===== src/ecb_pkg.sv =====
// Constants for the extended display-controller control bank
`default_nettype none
package ecb_pkg;
  // Register indices
  localparam logic [7:0] IDX_TLOCK = 8'h35;
  localparam logic [7:0] IDX_STRAP1 = 8'h36;
  localparam logic [7:0] IDX_STRAP2 = 8'h37;
  localparam logic [7:0] IDX_KEY_LO = 8'h38;
  localparam logic [7:0] IDX_KEY_HI = 8'h39;
  localparam logic [7:0] IDX_MISC1 = 8'h3A;
  localparam logic [7:0] IDX_XPOS = 8'h3B;
  localparam logic [7:0] IDX_ILACE = 8'h3C;
  localparam logic [7:0] IDX_SYSCFG = 8'h40;
  localparam logic [7:0] IDX_BFLAG = 8'h41;
  localparam logic [7:0] IDX_SCAN = 8'h42;
  localparam logic [7:0] IDX_EXTM = 8'h43;
  localparam logic [7:0] IDX_LO_FIRST = 8'h2D;
  localparam logic [7:0] IDX_LO_LAST = 8'h3F;
  localparam logic [7:0] IDX_HI_FIRST = 8'h40;
  // Unlock keys
  localparam logic [7:0] KEY_LO_MASK = 8'hCC;
  localparam logic [7:0] KEY_LO_VAL = 8'h48;
  localparam logic [7:0] KEY_HI_MASK = 8'hE0;
  localparam logic [7:0] KEY_HI_VAL = 8'hA0;
  localparam logic [7:0] KEY_STRAP = 8'hA5;
  // Reset values, fixed read bits and read-only strap mask
  localparam logic [7:0] RST_ZERO = 8'h00;
  localparam logic [7:0] RST_STRAP1 = 8'h00;
  localparam logic [7:0] RST_STRAP2 = 8'h0A;
  localparam logic [7:0] SYSCFG_FIXED = 8'h30;
  localparam logic [7:0] STRAP1_RO_MASK = 8'h03;
  // Field positions
  localparam int TL_VLOCK = 4;
  localparam int TL_HLOCK = 5;
  localparam int S1_BW = 7;
  localparam int S2_TEST = 1;
  localparam int S2_CS = 3;
  localparam int M1_REFEN = 2;
  localparam int M1_TOP = 3;
  localparam int M1_DEPTH = 4;
  localparam int M1_FONT = 5;
  localparam int M1_RBD = 7;
  localparam int SC_ENH = 0;
  localparam int MC_INTL = 5;
  localparam int EM_SW8 = 2;
  localparam int EM_HX2 = 7;
  // Clock edges after reset release before straps are taken
  localparam logic [1:0] STRAP_WAIT = 2'h2;
endpackage
`default_nettype wire


===== src/ecb_bank.sv =====
// Extended display-controller control bank behind an index/data port
`default_nettype none
module ecb_bank (
  // Clock and reset
  input wire logic clk,
  input wire logic rst,
  // Indexed host port
  input wire logic index_we,
  input wire logic data_we,
  input wire logic [7:0] wdata,
  output logic [7:0] rdata,
  // Strap pins
  input wire logic [15:0] pixel_data_bus,
  // Fields of neighbouring registers
  input wire logic vret_protect,
  input wire logic std_refresh_count,
  input wire logic [1:0] ext_sys2_cpu_base,
  input wire logic [1:0] ext_sys2_scr_width,
  input wire logic [5:0] ext_sys4_cpu_base,
  input wire logic transfer_pos_bit8,
  input wire logic transfer_pos_select,
  // Host access context
  input wire logic [3:0] host_addr_hi,
  input wire logic host_addr13,
  input wire logic block_write_req,
  // Address and timing protection
  output logic [5:0] cpu_addr_hi,
  output logic vt_lock_67,
  output logic vt_lock_rest,
  output logic ht_lock_0_5,
  output logic ht_lock_ext,
  // Memory configuration
  output logic [2:0] page_mode_sel,
  output logic [3:0] total_mem_mb,
  output logic [3:0] vram_mb,
  output logic block_write_en,
  output logic outputs_tristate,
  output logic internal_clocks,
  // Display controls
  output logic [1:0] refresh_count,
  output logic top_mem_32k,
  output logic top_mem_64k,
  output logic pixel_depth_select,
  output logic fast_font_write,
  output logic read_burst_disable,
  output logic [8:0] transfer_pos,
  output logic transfer_pos_use,
  output logic [7:0] interlace_offset,
  output logic interlace_select,
  output logic enhanced_access_enable,
  output logic screen_width_bit8,
  output logic horizontal_count_double
);

  typedef struct packed {
    logic [7:0] idx;
    logic [7:0] tlock;
    logic [7:0] s1;
    logic [7:0] s2;
    logic [7:0] key_lo;
    logic [7:0] key_hi;
    logic [7:0] misc1;
    logic [7:0] xpos;
    logic [7:0] ilace;
    logic enh;
    logic [7:0] bflag;
    logic [7:0] scan;
    logic [7:0] extm;
    logic [15:0] sync1;
    logic [15:0] sync2;
    logic [1:0] wait_cnt;
    logic strapped;
    logic [7:0] rdata;
    logic [5:0] cpu_addr_hi;
    logic vt67;
    logic vtrest;
    logic ht05;
    logic htext;
    logic [2:0] page;
    logic [3:0] total;
    logic [3:0] vram;
    logic bw_en;
    logic tri_all;
    logic int_clk;
    logic [1:0] refresh;
    logic top32;
    logic top64;
    logic depth;
    logic font;
    logic rbd;
    logic [8:0] xpos_out;
    logic xpos_use;
    logic [7:0] ilace_out;
    logic ilace_use;
    logic enh_out;
    logic sw8;
    logic hx2;
  } ecb_state_t;

  ecb_state_t st_r;
  ecb_state_t st_nxt;
  logic lo_open;
  logic hi_open;
  logic strap_open;

  // Index belongs to the first extended range
  function automatic logic in_lo(input logic [7:0] i);
    in_lo = (i >= ecb_pkg::IDX_LO_FIRST) && (i <= ecb_pkg::IDX_LO_LAST);
  endfunction

  // Index belongs to the second extended range
  function automatic logic in_hi(input logic [7:0] i);
    in_hi = (i >= ecb_pkg::IDX_HI_FIRST);
  endfunction

  // Key decode straight from the stored key bytes
  assign lo_open = (st_r.key_lo & ecb_pkg::KEY_LO_MASK) == ecb_pkg::KEY_LO_VAL;
  assign hi_open = (st_r.key_hi & ecb_pkg::KEY_HI_MASK) == ecb_pkg::KEY_HI_VAL;
  assign strap_open = st_r.key_hi == ecb_pkg::KEY_STRAP;

  // Next state: port, straps and all decoded outputs
  always_comb begin
    logic [7:0] rd;
    logic wr_ok;
    logic [5:0] base;
    logic [3:0] dram;
    st_nxt = st_r;
    rd = 8'h00;
    wr_ok = 1'b0;
    base = 6'h00;
    dram = 4'h0;
    // Pin synchroniser for the strap bus
    st_nxt.sync1 = pixel_data_bus;
    st_nxt.sync2 = st_r.sync1;
    if (index_we) begin
      st_nxt.idx = wdata;
    end
    // Key registers stay reachable, otherwise nothing could unlock
    if (st_r.idx == ecb_pkg::IDX_KEY_LO || st_r.idx == ecb_pkg::IDX_KEY_HI) begin
      wr_ok = 1'b1;
    end else if (in_lo(st_r.idx)) begin
      wr_ok = lo_open;
    end else if (in_hi(st_r.idx)) begin
      wr_ok = hi_open;
    end
    // Read mux; locked or empty indices answer zero
    case (st_r.idx)
      ecb_pkg::IDX_TLOCK: rd = st_r.tlock;
      ecb_pkg::IDX_STRAP1: rd = st_r.s1;
      ecb_pkg::IDX_STRAP2: rd = st_r.s2;
      ecb_pkg::IDX_KEY_LO: rd = st_r.key_lo;
      ecb_pkg::IDX_KEY_HI: rd = st_r.key_hi;
      ecb_pkg::IDX_MISC1: rd = st_r.misc1;
      ecb_pkg::IDX_XPOS: rd = st_r.xpos;
      ecb_pkg::IDX_ILACE: rd = st_r.ilace;
      ecb_pkg::IDX_SYSCFG: rd = ecb_pkg::SYSCFG_FIXED | {7'h00, st_r.enh};
      ecb_pkg::IDX_BFLAG: rd = st_r.bflag;
      ecb_pkg::IDX_SCAN: rd = st_r.scan;
      ecb_pkg::IDX_EXTM: rd = st_r.extm;
      default: rd = 8'h00;
    endcase
    st_nxt.rdata = wr_ok ? rd : 8'h00;
    // Register writes; a bad key simply overwrites the good one
    if (data_we && wr_ok) begin
      case (st_r.idx)
        ecb_pkg::IDX_TLOCK: st_nxt.tlock = wdata;
        ecb_pkg::IDX_STRAP1: begin
          if (strap_open) begin
            st_nxt.s1 = (wdata & ~ecb_pkg::STRAP1_RO_MASK) |
                        (st_r.s1 & ecb_pkg::STRAP1_RO_MASK);
          end
        end
        ecb_pkg::IDX_STRAP2: begin
          if (strap_open) begin
            st_nxt.s2 = wdata;
          end
        end
        ecb_pkg::IDX_KEY_LO: st_nxt.key_lo = wdata;
        ecb_pkg::IDX_KEY_HI: st_nxt.key_hi = wdata;
        ecb_pkg::IDX_MISC1: st_nxt.misc1 = wdata;
        ecb_pkg::IDX_XPOS: st_nxt.xpos = wdata;
        ecb_pkg::IDX_ILACE: st_nxt.ilace = wdata;
        ecb_pkg::IDX_SYSCFG: st_nxt.enh = wdata[ecb_pkg::SC_ENH];
        ecb_pkg::IDX_BFLAG: st_nxt.bflag = wdata;
        ecb_pkg::IDX_SCAN: st_nxt.scan = wdata;
        ecb_pkg::IDX_EXTM: st_nxt.extm = wdata;
        default: ;
      endcase
    end
    // Straps taken once the synchroniser holds post-reset pin levels
    if (!st_r.strapped) begin
      if (st_r.wait_cnt == ecb_pkg::STRAP_WAIT) begin
        st_nxt.s1 = st_r.sync2[7:0];
        st_nxt.s2 = st_r.sync2[15:8];
        st_nxt.strapped = 1'b1;
      end else begin
        st_nxt.wait_cnt = st_r.wait_cnt + 2'h1;
      end
    end
    // CPU window base
    if (ext_sys4_cpu_base != 6'h00) begin
      base = ext_sys4_cpu_base;
    end else begin
      base = {ext_sys2_cpu_base, st_r.tlock[3:0]};
    end
    st_nxt.cpu_addr_hi = base + {2'h0, host_addr_hi};
    // Timing write protection
    st_nxt.vtrest = st_r.tlock[ecb_pkg::TL_VLOCK];
    st_nxt.vt67 = st_r.tlock[ecb_pkg::TL_VLOCK] | vret_protect;
    st_nxt.ht05 = st_r.tlock[ecb_pkg::TL_HLOCK] | vret_protect;
    st_nxt.htext = st_r.tlock[ecb_pkg::TL_HLOCK];
    // Memory decodes; reserved page code selects nothing
    case (st_r.s1[3:2])
      2'h0: st_nxt.page = 3'h1;
      2'h2: st_nxt.page = 3'h2;
      2'h3: st_nxt.page = 3'h4;
      default: st_nxt.page = 3'h0;
    endcase
    st_nxt.total = {1'b0, st_r.s1[6:5], 1'b0} + 4'h2;
    case (st_r.s2[6:5])
      2'h1: dram = 4'h4;
      2'h2: dram = 4'h2;
      default: dram = 4'h0;
    endcase
    st_nxt.vram = st_nxt.total - dram;
    st_nxt.bw_en = st_r.s1[ecb_pkg::S1_BW] & block_write_req;
    st_nxt.tri_all = ~st_r.s2[ecb_pkg::S2_TEST];
    st_nxt.int_clk = st_r.s2[ecb_pkg::S2_CS];
    // Display controls
    if (st_r.misc1[ecb_pkg::M1_REFEN]) begin
      st_nxt.refresh = st_r.misc1[1:0];
    end else begin
      st_nxt.refresh = {1'b0, std_refresh_count};
    end
    st_nxt.top32 = st_r.misc1[ecb_pkg::M1_TOP] & ~host_addr13;
    st_nxt.top64 = st_r.misc1[ecb_pkg::M1_TOP] & host_addr13;
    st_nxt.depth = st_r.misc1[ecb_pkg::M1_DEPTH];
    st_nxt.font = st_r.misc1[ecb_pkg::M1_FONT];
    // Software sets the companion enable first; nothing checked here
    st_nxt.rbd = st_r.misc1[ecb_pkg::M1_RBD];
    st_nxt.xpos_out = {transfer_pos_bit8, st_r.xpos};
    st_nxt.xpos_use = transfer_pos_select;
    st_nxt.ilace_out = st_r.ilace;
    st_nxt.ilace_use = st_r.scan[ecb_pkg::MC_INTL];
    st_nxt.enh_out = st_r.enh;
    st_nxt.sw8 = st_r.extm[ecb_pkg::EM_SW8] & (ext_sys2_scr_width == 2'h0);
    st_nxt.hx2 = st_r.extm[ecb_pkg::EM_HX2];
    if (rst) begin
      st_nxt = '0;
      st_nxt.s1 = ecb_pkg::RST_STRAP1;
      st_nxt.s2 = ecb_pkg::RST_STRAP2;
      st_nxt.key_lo = ecb_pkg::RST_ZERO;
      st_nxt.key_hi = ecb_pkg::RST_ZERO;
    end
  end

  // Single state register
  always_ff @(posedge clk) begin
    st_r <= st_nxt;
  end

  // Outputs come straight from the state flops
  assign rdata = st_r.rdata;
  assign cpu_addr_hi = st_r.cpu_addr_hi;
  assign vt_lock_67 = st_r.vt67;
  assign vt_lock_rest = st_r.vtrest;
  assign ht_lock_0_5 = st_r.ht05;
  assign ht_lock_ext = st_r.htext;
  assign page_mode_sel = st_r.page;
  assign total_mem_mb = st_r.total;
  assign vram_mb = st_r.vram;
  assign block_write_en = st_r.bw_en;
  assign outputs_tristate = st_r.tri_all;
  assign internal_clocks = st_r.int_clk;
  assign refresh_count = st_r.refresh;
  assign top_mem_32k = st_r.top32;
  assign top_mem_64k = st_r.top64;
  assign pixel_depth_select = st_r.depth;
  assign fast_font_write = st_r.font;
  assign read_burst_disable = st_r.rbd;
  assign transfer_pos = st_r.xpos_out;
  assign transfer_pos_use = st_r.xpos_use;
  assign interlace_offset = st_r.ilace_out;
  assign interlace_select = st_r.ilace_use;
  assign enhanced_access_enable = st_r.enh_out;
  assign screen_width_bit8 = st_r.sw8;
  assign horizontal_count_double = st_r.hx2;
endmodule
`default_nettype wire


===== config.mk =====
export PLATFORM = sky130hd
export DESIGN_NAME = ecb_bank
export DESIGN_NICKNAME = d
export VERILOG_FILES = /design/src/ecb_pkg.sv /design/src/ecb_bank.sv
export SDC_FILE = /design/constraint.sdc
export NUM_CORES = 1
export LEC_CHECK = 0
export BUFFER_PORTS_ARGS = -buffer_cell sky130_fd_sc_hd__buf_2
export CAP_MARGIN = 0
export CORE_MARGIN = 2
export CORE_UTILIZATION = 35
export DETAILED_ROUTE_END_ITERATION = 12
export GPL_TIMING_DRIVEN = 0
export MAX_ROUTING_LAYER = met4
export SETUP_SLACK_MARGIN = 0.1
export SYNTH_ARGS = -nofsm -noshare
export SYNTH_HDL_FRONTEND = slang
export SYNTH_SLANG_ARGS = --single-unit

===== constraint.sdc =====
create_clock -name clk -period 3.4 [get_ports clk]
set_input_delay 0.85 -clock clk [delete_from_list [all_inputs] [get_ports clk]]
set_output_delay 0.85 -clock clk [all_outputs]
set_load 0.03 [all_outputs]

==> impl_metrics.toml, run 1 <==
[outcome]
result_of_the_run = "completed"

[yosys]
syn_area_mm2 = 0.00802
ys_dominant_reg_cell = "dfxtp_1"
netlist-cell-type-count = 63
synth-edff-count = 0
synthArstFlopShare_pct = 0
synthCells = 846
fraction_of_the_yosys_area_taken_by_sequential_cells_pct = 47.7
synth.avg_cell_area_um2 = 9.48
ys_ff_latch = 191
ys_warn_count = 0

[cts]
cts_tree = "built"
ctsHtreeMaxLevel = 4
cts_post_setup_buffers_inserted = 0
post_cts_hold_buffer_count = 0
tritoncts_buffers = 17
cts.clk_slew.worst_paths_ns = 0.08
clock_path_buffers = 2
cts_num_sinks = 191
cts_repair_resize_count = 0
clock-root-buffer = "clkbuf_16"
clkLatencyLatePin_ns = 0.45

[cells_and_area]
layout.filler_cells = 2244
diodes = 0
multiInputGateArea_mm2 = 0.00358
layout-drive-gt1-share_pct = 20.8
layoutNonFillerInstCount = 1262
area_delta_synth_final_pct = 17.9
final_nets = 1021
seqCellArea_mm2 = 0.00382

[critical_path]
critical-path-top-cell-by-count = "a21o_1"
family_of_cells_with_the_greatest_summed_delay_on_the_critical_path = "simple AND/OR/NAND/NOR gates"
criticalPathCategory = "input pin to register"
critPathMaxFanout = 5
crit_path_end_kind = "register"
worstSetupStartpointType = "input pin"
crit_chain = "buf_2 -> or4_1 -> nor3_1 -> a21o_1 -> ha_1 -> a21o_1 -> a21o_1 -> a21oi_1 -> o21a_1 -> nor3_1"
worstPathArrival_ns = 3.14
cp.required_ns = 3.71
timing.critical_path.slowest_stage_cell = "or4_1"
maximum_cell_stage_delay_along_the_critical_path_ns = 0.53
cp.buffers_inverters = 1

[die]
fp.dieArea_mm2 = 0.0241
die_span_in_y_um = 155
site_row_count = 55
floorplan.initialDensity_pct = 35.5
core_mm2 = 0.0226
io_pins = 109
die_width_um = 155

[sta]
hold_violations = 0
slew_headroom_pct = 32.7
final_min_period_over_clock_period_pct = 83.0
max_freq_mhz = 354
final.setup_skew_ns = 0.0130
timing.final.crit_period_ns = 2.82
tightest_slew_ns = 1.00
accumulated_negative_setup_slack_ns = 0
setup_viol = 0
rsz0062_at_grt = "no"
timing_max_transition_violations_final = 0

[routing]
drtPass1Iterations = 5
drc = 0
detail_route.wirelength_mm = 24.3
route.vias.total = 6631
drtIter0Drc = 728
antenna_violating_nets_post_route = 0
routed_wire_length_per_instance_um = 19.2
viasPerCell = 5.25

[placement]
place.detailed.instances = 1230
gpl.final_weighted_congestion = 0.961
place.detailed.hpwl_mm = 17.5
portBuffers = 98

[power_and_ir_drop]
power_density_mw_per_mm2 = 546
power.leakage_nw = 3.96
fin_total_pwr_mw = 5.16
ir_drop_v = 0.000302

[global_routing]
largest_net_degree_at_the_start_of_global_routing = 19
first_global_vias = 6102
grt_usage_pct = 20.6
grt_first_pass_wirelength_mm = 36.2
number_of_antenna_violations_at_the_first_check_in_global_routing = 0
grt_overflow_total = 0

[flow_run]
maxCapViolCount = 0

[worst_hold_path]
hold_class = "register to register"
area by class of cell:
cell class                 count  area share [%]
sequential                   191            40.5
multi-input combinational    543            37.9
buffer                       107            6.25
timing repair buffer          98            5.19
clock buffer                  19            4.58
tap                          285            3.77
clock inverter                13            1.60
inverter                       6           0.238
path summary, 6_finish.rpt:
kind | startpoint | to | slack [ns] | cells past startpoint
worst max-delay path | ext_sys4_cpu_base[1] | cpu_addr_hi[5]$_SDFF_PP0_ | 0.58 | 10
worst max register to register | st_r[156]$_SDFFE_PP0P_ | st_r[174]$_SDFF_PP0_ | 0.73 | 6
worst min register to register | st_r[64]$_SDFF_PP0_ | st_r[169]$_SDFFE_PP0P_ | 0.44 | 2
worst min-delay path | st_r[64]$_SDFF_PP0_ | st_r[169]$_SDFFE_PP0P_ | 0.44 | 2
metrics by stage:
| stage | setup WS (ns) | instance area [um^2] | hold slack, ns | utilization (%) |
|---|---|---|---|---|
| 4_1_cts | 0.592 | 9450 | 0.438 | 41.9 |
| 3_5_place_dp | 0.117 | 8870 | 0.423 | 39.3 |
| 3_3_place_gp | 0.171 | 8870 | 0.425 | 39.3 |
| 6_report | 0.576 | 9450 | 0.438 | 41.9 |
| 2_1_floorplan | 0.440 | 8020 | 0.398 | - |
| 5_1_grt | 0.465 | 9450 | 0.455 | 41.9 |
synth_stat cells, drive strengths merged, types with 4 or more instances:
library cell	number	share of area, %
dfxtp	191	48
nor2b	70	5.5
nor2	67	3.1
buf	57	5.0
mux2i	51	6.4
clkbuf	50	2.3
nand3	45	2.9
a21oi	44	2.7
o21ai	40	2.5
nand2b	35	2.7
nand2	19	0.89
a211oi	15	1.4
nor3	13	0.95
a22oi	12	1.2
a31oi	12	0.94
and3	11	0.86
o31ai	10	0.94
mux2	9	1.3
a21o	8	0.75
a22o	7	0.76
ha	7	1.1
a2111oi	6	0.66
inv	6	0.28
nor3b	5	0.53
xnor2	5	0.55
a221oi	4	0.44
and2	4	0.31
o22ai	4	0.39
worst min-delay path, stage by stage, from the launching register on:
cell and delay (ns):
dfxtp_1 0.30, nand2_1 0.05, a21oi_1 0.05
registers in the layout (all words and copies together), names as in the netlist, 2 cells and up:
register          count
total_mem_mb          3
vram_mb               3
rdata                 8
transfer_pos          9
interlace_offset      8
page_mode_sel         3
st_r                132
refresh_count         2
cpu_addr_hi           6
cell families (layout without fill, tap and decap cells):
family,count (synthesis),after routing,share of synthesized area (%)
compound gates,178,178,14.5
xor+xnor,6,6,0.656
fa+ha+maj,9,9,1.59
buf+inv,113,243,7.65
flops,191,191,47.7
mux,62,62,8.19
other cells,1,2,0.0468
simple gates,286,286,19.7
power breakdown:
part           leakage [nW]  internal, mW  switching [mW]
logic                  2.12         0.267           0.417
clock network         0.280          1.05           0.970
registers              1.55          2.37          0.0974
total                  3.96          3.68            1.48
per-layer routing:
layer / GRT usage [%] / share of wire (%)
met2: 31.8 / 45
met4: 7.78 / 2.9
met5: - / 0
met1: 26.8 / 45
met3: 3.87 / 6.9
cells in the final DEF, fill, tap and decap left out, types with 5 or more instances in the layout:
cell type / netlist / routed
a211oi_1: 15 / 15
a21oi_1: 44 / 44
inv_1: 6 / 6
buf_2: 7 / 105
mux2i_1: 51 / 51
nor2_1: 67 / 67
clkbuf_16: 0 / 17
ha_1: 7 / 7
dfxtp_1: 191 / 191
nor2b_1: 70 / 70
nand3_1: 43 / 43
a21o_1: 8 / 8
nand2_1: 19 / 19
buf_4: 46 / 46
xnor2_1: 5 / 5
a22o_1: 7 / 7
clkbuf_1: 50 / 52
o31ai_1: 10 / 10
and3_1: 11 / 11
a2111oi_0: 6 / 6
mux2_2: 9 / 9
nor3_1: 12 / 12
a31oi_1: 12 / 12
nand2b_1: 35 / 35
o21ai_1: 36 / 36
a22oi_1: 11 / 11
Power figures use the tool's default switching activity.
==> inputs of run 2 (changes only) <==
Settings changed: ABC_AREA set to 1.
Clock period 3.4 ns to 2.6 ns, I/O delays scaled along.
==> run 2 against run 1 <==
First-iteration DRC count decreased by 24%. Synthesized area increased by 5.6%. Clock-buffer cell count decreased by 2. Hold slack got worse by 0.090 ns. Final cell count increased by 37%. Sequential share of layout area decreased by 2.2 points. Largest power group unchanged. Register-to-register slack got worse by 0.26 ns. Clock skew decreased by 0.0027 ns. Via count increased by 15%. Routed wire length decreased by 3.9%. Core utilization increased by 0.48 points.
==> impl_metrics.toml, run 2 <==
[outcome]
result_of_the_run = "completed"

[cts]
cts_repair_resize_count = 0
post_cts_hold_buffer_count = 0
tritoncts_buffers = 17
cts_post_setup_buffers_inserted = 0
clkLatencyLatePin_ns = 0.44
cts_tree = "built"
ctsHtreeMaxLevel = 4
cts.clk_slew.worst_paths_ns = 0.09
cts_num_sinks = 191
clock-root-buffer = "clkbuf_16"
clock_path_buffers = 2

[sta]
slew_headroom_pct = 41.3
timing_max_transition_violations_final = 0
setup_viol = 0
tightest_slew_ns = 0.881
hold_ws_ns = 0.348
timing.final.crit_period_ns = 2.18
hold_violations = 0
accumulated_negative_setup_slack_ns = 0
final.setup_skew_ns = 0.0104
max_freq_mhz = 459
rsz0062_at_grt = "no"
final_min_period_over_clock_period_pct = 83.8
timing.final.ws_setup_ns = 0.420

[cells_and_area]
seqCellArea_mm2 = 0.00382
multiInputGateArea_mm2 = 0.00341
final_core_util_pct = 42.4
commonest_non_fill_non_tap_cell_in_the_layout = "nand2_1"
final_design_area_no_fill_mm2 = 0.0100
largest_register_ffs = 132
most_frequent_cells_in_the_layout = "nand2_1, nor2_1, dfxtp_1"
layout-drive-gt1-share_pct = 15.1
max_flop_register = "st_r"
area_delta_synth_final_pct = 18.2
final_nets = 1451
layout.filler_cells = 2494

[yosys]
fraction_of_the_yosys_area_taken_by_sequential_cells_pct = 45.2
synth.avg_cell_area_um2 = 6.67
ys_dominant_reg_cell = "dfxtp_1"
yosys-top-cells-count = "nand2_1, nor2_1, dfxtp_1"
ys_warn_count = 0
synth.largest_area_cell = "dfxtp_1"
netlist_top_cells_area = "dfxtp_1, nand2_1, nor2_1, inv_1, buf_4"
synthArstFlopShare_pct = 0
netlist-cell-type-count = 30
synthCells = 1269
synth-edff-count = 0
syn_area_mm2 = 0.00846
netlist.area_leader.share_pct = 45.2
ys_ff_latch = 191
synth.most_common_cell = "nand2_1"

[die]
io_pins = 109
die_span_in_y_um = 160
die_width_um = 160
core_mm2 = 0.0236
site_row_count = 56
fp.dieArea_mm2 = 0.0254
floorplan.initialDensity_pct = 35.8

[placement]
portBuffers = 105
post_dp_cell_area_mm2 = 0.00939
gpl.final_weighted_congestion = 0.896
pre_cts_ws_ns = -0.0488
place.detailed.hpwl_mm = 16.5

[critical_path]
crit-reg2reg-launch = "st_r[147]$_SDFFE_PP0P_"
critPathMaxFanout = 4
worstPathArrival_ns = 2.53
critPathLaunch = "ext_sys4_cpu_base[2]"
worstSetupStartpointType = "input pin"
worstSetupEndpoint = "cpu_addr_hi[4]$_SDFF_PP0_"
rr_worst_depth = 12
timing.reg2reg.setup_slack_ns = 0.47
crit_path_end_kind = "register"
criticalPathCategory = "input pin to register"
cp.required_ns = 2.95
reg2reg_to = "st_r[173]$_SDFF_PP0_"

[power_and_ir_drop]
power.share.sequential_pct = 47.2
ir_drop_v = 0.000400
power_switching_mw = 2.10
power.clock.fraction_pct = 39.0
p_comb_share_pct = 13.8
power.leakage_nw = 5.42
power_density_mw_per_mm2 = 685
switching_share_pct = 30.6
p_int_mw = 4.75

[flow_run]
maxCapViolCount = 0

[routing]
drc = 0
route.vias.total = 7633
routed_wire_length_per_instance_um = 13.5
antenna_violating_nets_post_route = 0
drtPass1Iterations = 5
drtIter0Drc = 554
viasPerCell = 4.42
detail_route.wirelength_mm = 23.3

[worst_hold_path]
hold_class = "input pin to register"

[global_routing]
grt_usage_pct = 19.1
grt_first_pass_wirelength_mm = 36.9
largest_net_degree_at_the_start_of_global_routing = 22
number_of_antenna_violations_at_the_first_check_in_global_routing = 2
grt_overflow_total = 0
first_global_vias = 6868
-- run 2: cell types whose count changed after synthesis, moves of 36 or more --
| cell | change |
|---|---|
| nand2_1 | +359 |
| nor2b_1 | -70 |
| inv_1 | +169 |
| mux2i_1 | -51 |
| o21ai_1 | -36 |
| nor2_1 | +225 |
-- run 2: final cells by class --
| type | instances | area share (%) |
|---|---|---|
| diodes | 2 | 0.0500 |
| plain buffers | 90 | 5.67 |
| clock buffers | 17 | 4.25 |
| clock inverters | 15 | 1.78 |
| inverters | 177 | 6.64 |
| multi-input cells | 812 | 34.1 |
| flip-flops and latches | 191 | 38.2 |
| well taps | 319 | 3.99 |
| repair buffers | 105 | 5.25 |
-- run 2: kinds of logic (layout without fill, tap and decap cells) --
kind of cell	after synthesis	in the layout	synth area share, %
adder cells (fa/ha/maj)	9	9	1.51
AO/OA/AOI/OAI	67	67	4.52
other	1	4	0.0443
buffers and inverters	267	404	14.5
flip-flops	191	191	45.2
AND/OR/NAND/NOR	734	734	34.2
-- run 2: power groups by stage --
stage	sequential, mW	combinational (mW)	clock, mW
final	3.24	0.945	2.67
after global routing	3.26	1.09	2.84
after CTS	3.23	0.955	2.71
after detailed placement	3.30	0.951	0
after global placement	3.30	0.939	0
after floorplan	3.28	0.680	0
-- run 2: stage by stage --
step                      instances  power, mW
after floorplan                1270       3.95
after global placement         1694       4.24
after detailed placement       1694       4.25
after CTS                      1726       6.90
after global routing           1728       7.19
final                          1728       6.85
-- run 2: layer usage --
| layer | up-vias | global-route usage (%) | share of wire [%] |
|---|---|---|---|
| li1 | 3984 | - | - |
| met1 | 3356 | 24.8 | 46 |
| met2 | 259 | 30.1 | 46 |
| met3 | 34 | 3.18 | 6.2 |
| met4 | 0 | 6.49 | 2.2 |
| met5 | - | - | 0 |
-- run 2: worst min-delay path by stage --
stage | start | endpoint | slack, ns | depth (start not counted)
6_report | ext_sys2_scr_width[0] | screen_width_bit8$_SDFF_PP0_ | 0.35 | 2
5_1_grt | ext_sys2_scr_width[1] | screen_width_bit8$_SDFF_PP0_ | 0.36 | 2
4_1_cts | ext_sys2_scr_width[0] | screen_width_bit8$_SDFF_PP0_ | 0.34 | 2
3_5_place_dp | st_r[86]$_SDFF_PP0_ | st_r[70]$_SDFF_PP0_ | 0.39 | 2
3_3_place_gp | st_r[95]$_SDFF_PP0_ | st_r[79]$_SDFF_PP0_ | 0.39 | 2
2_1_floorplan | st_r[80]$_SDFF_PP0_ | st_r[64]$_SDFF_PP0_ | 0.39 | 2
-- run 2: critical path, stage by stage --
cell,delay (ns)
buf_2,0.11
nor3_1,0.17
nand2_1,0.10
nor2_1,0.19
inv_1,0.10
o21bai_1,0.15
ha_1,0.28
nand2_1,0.07
inv_1,0.04
or2_2,0.27
a21oi_1,0.14
inv_1,0.06
o21ai_0,0.15
a21oi_1,0.06
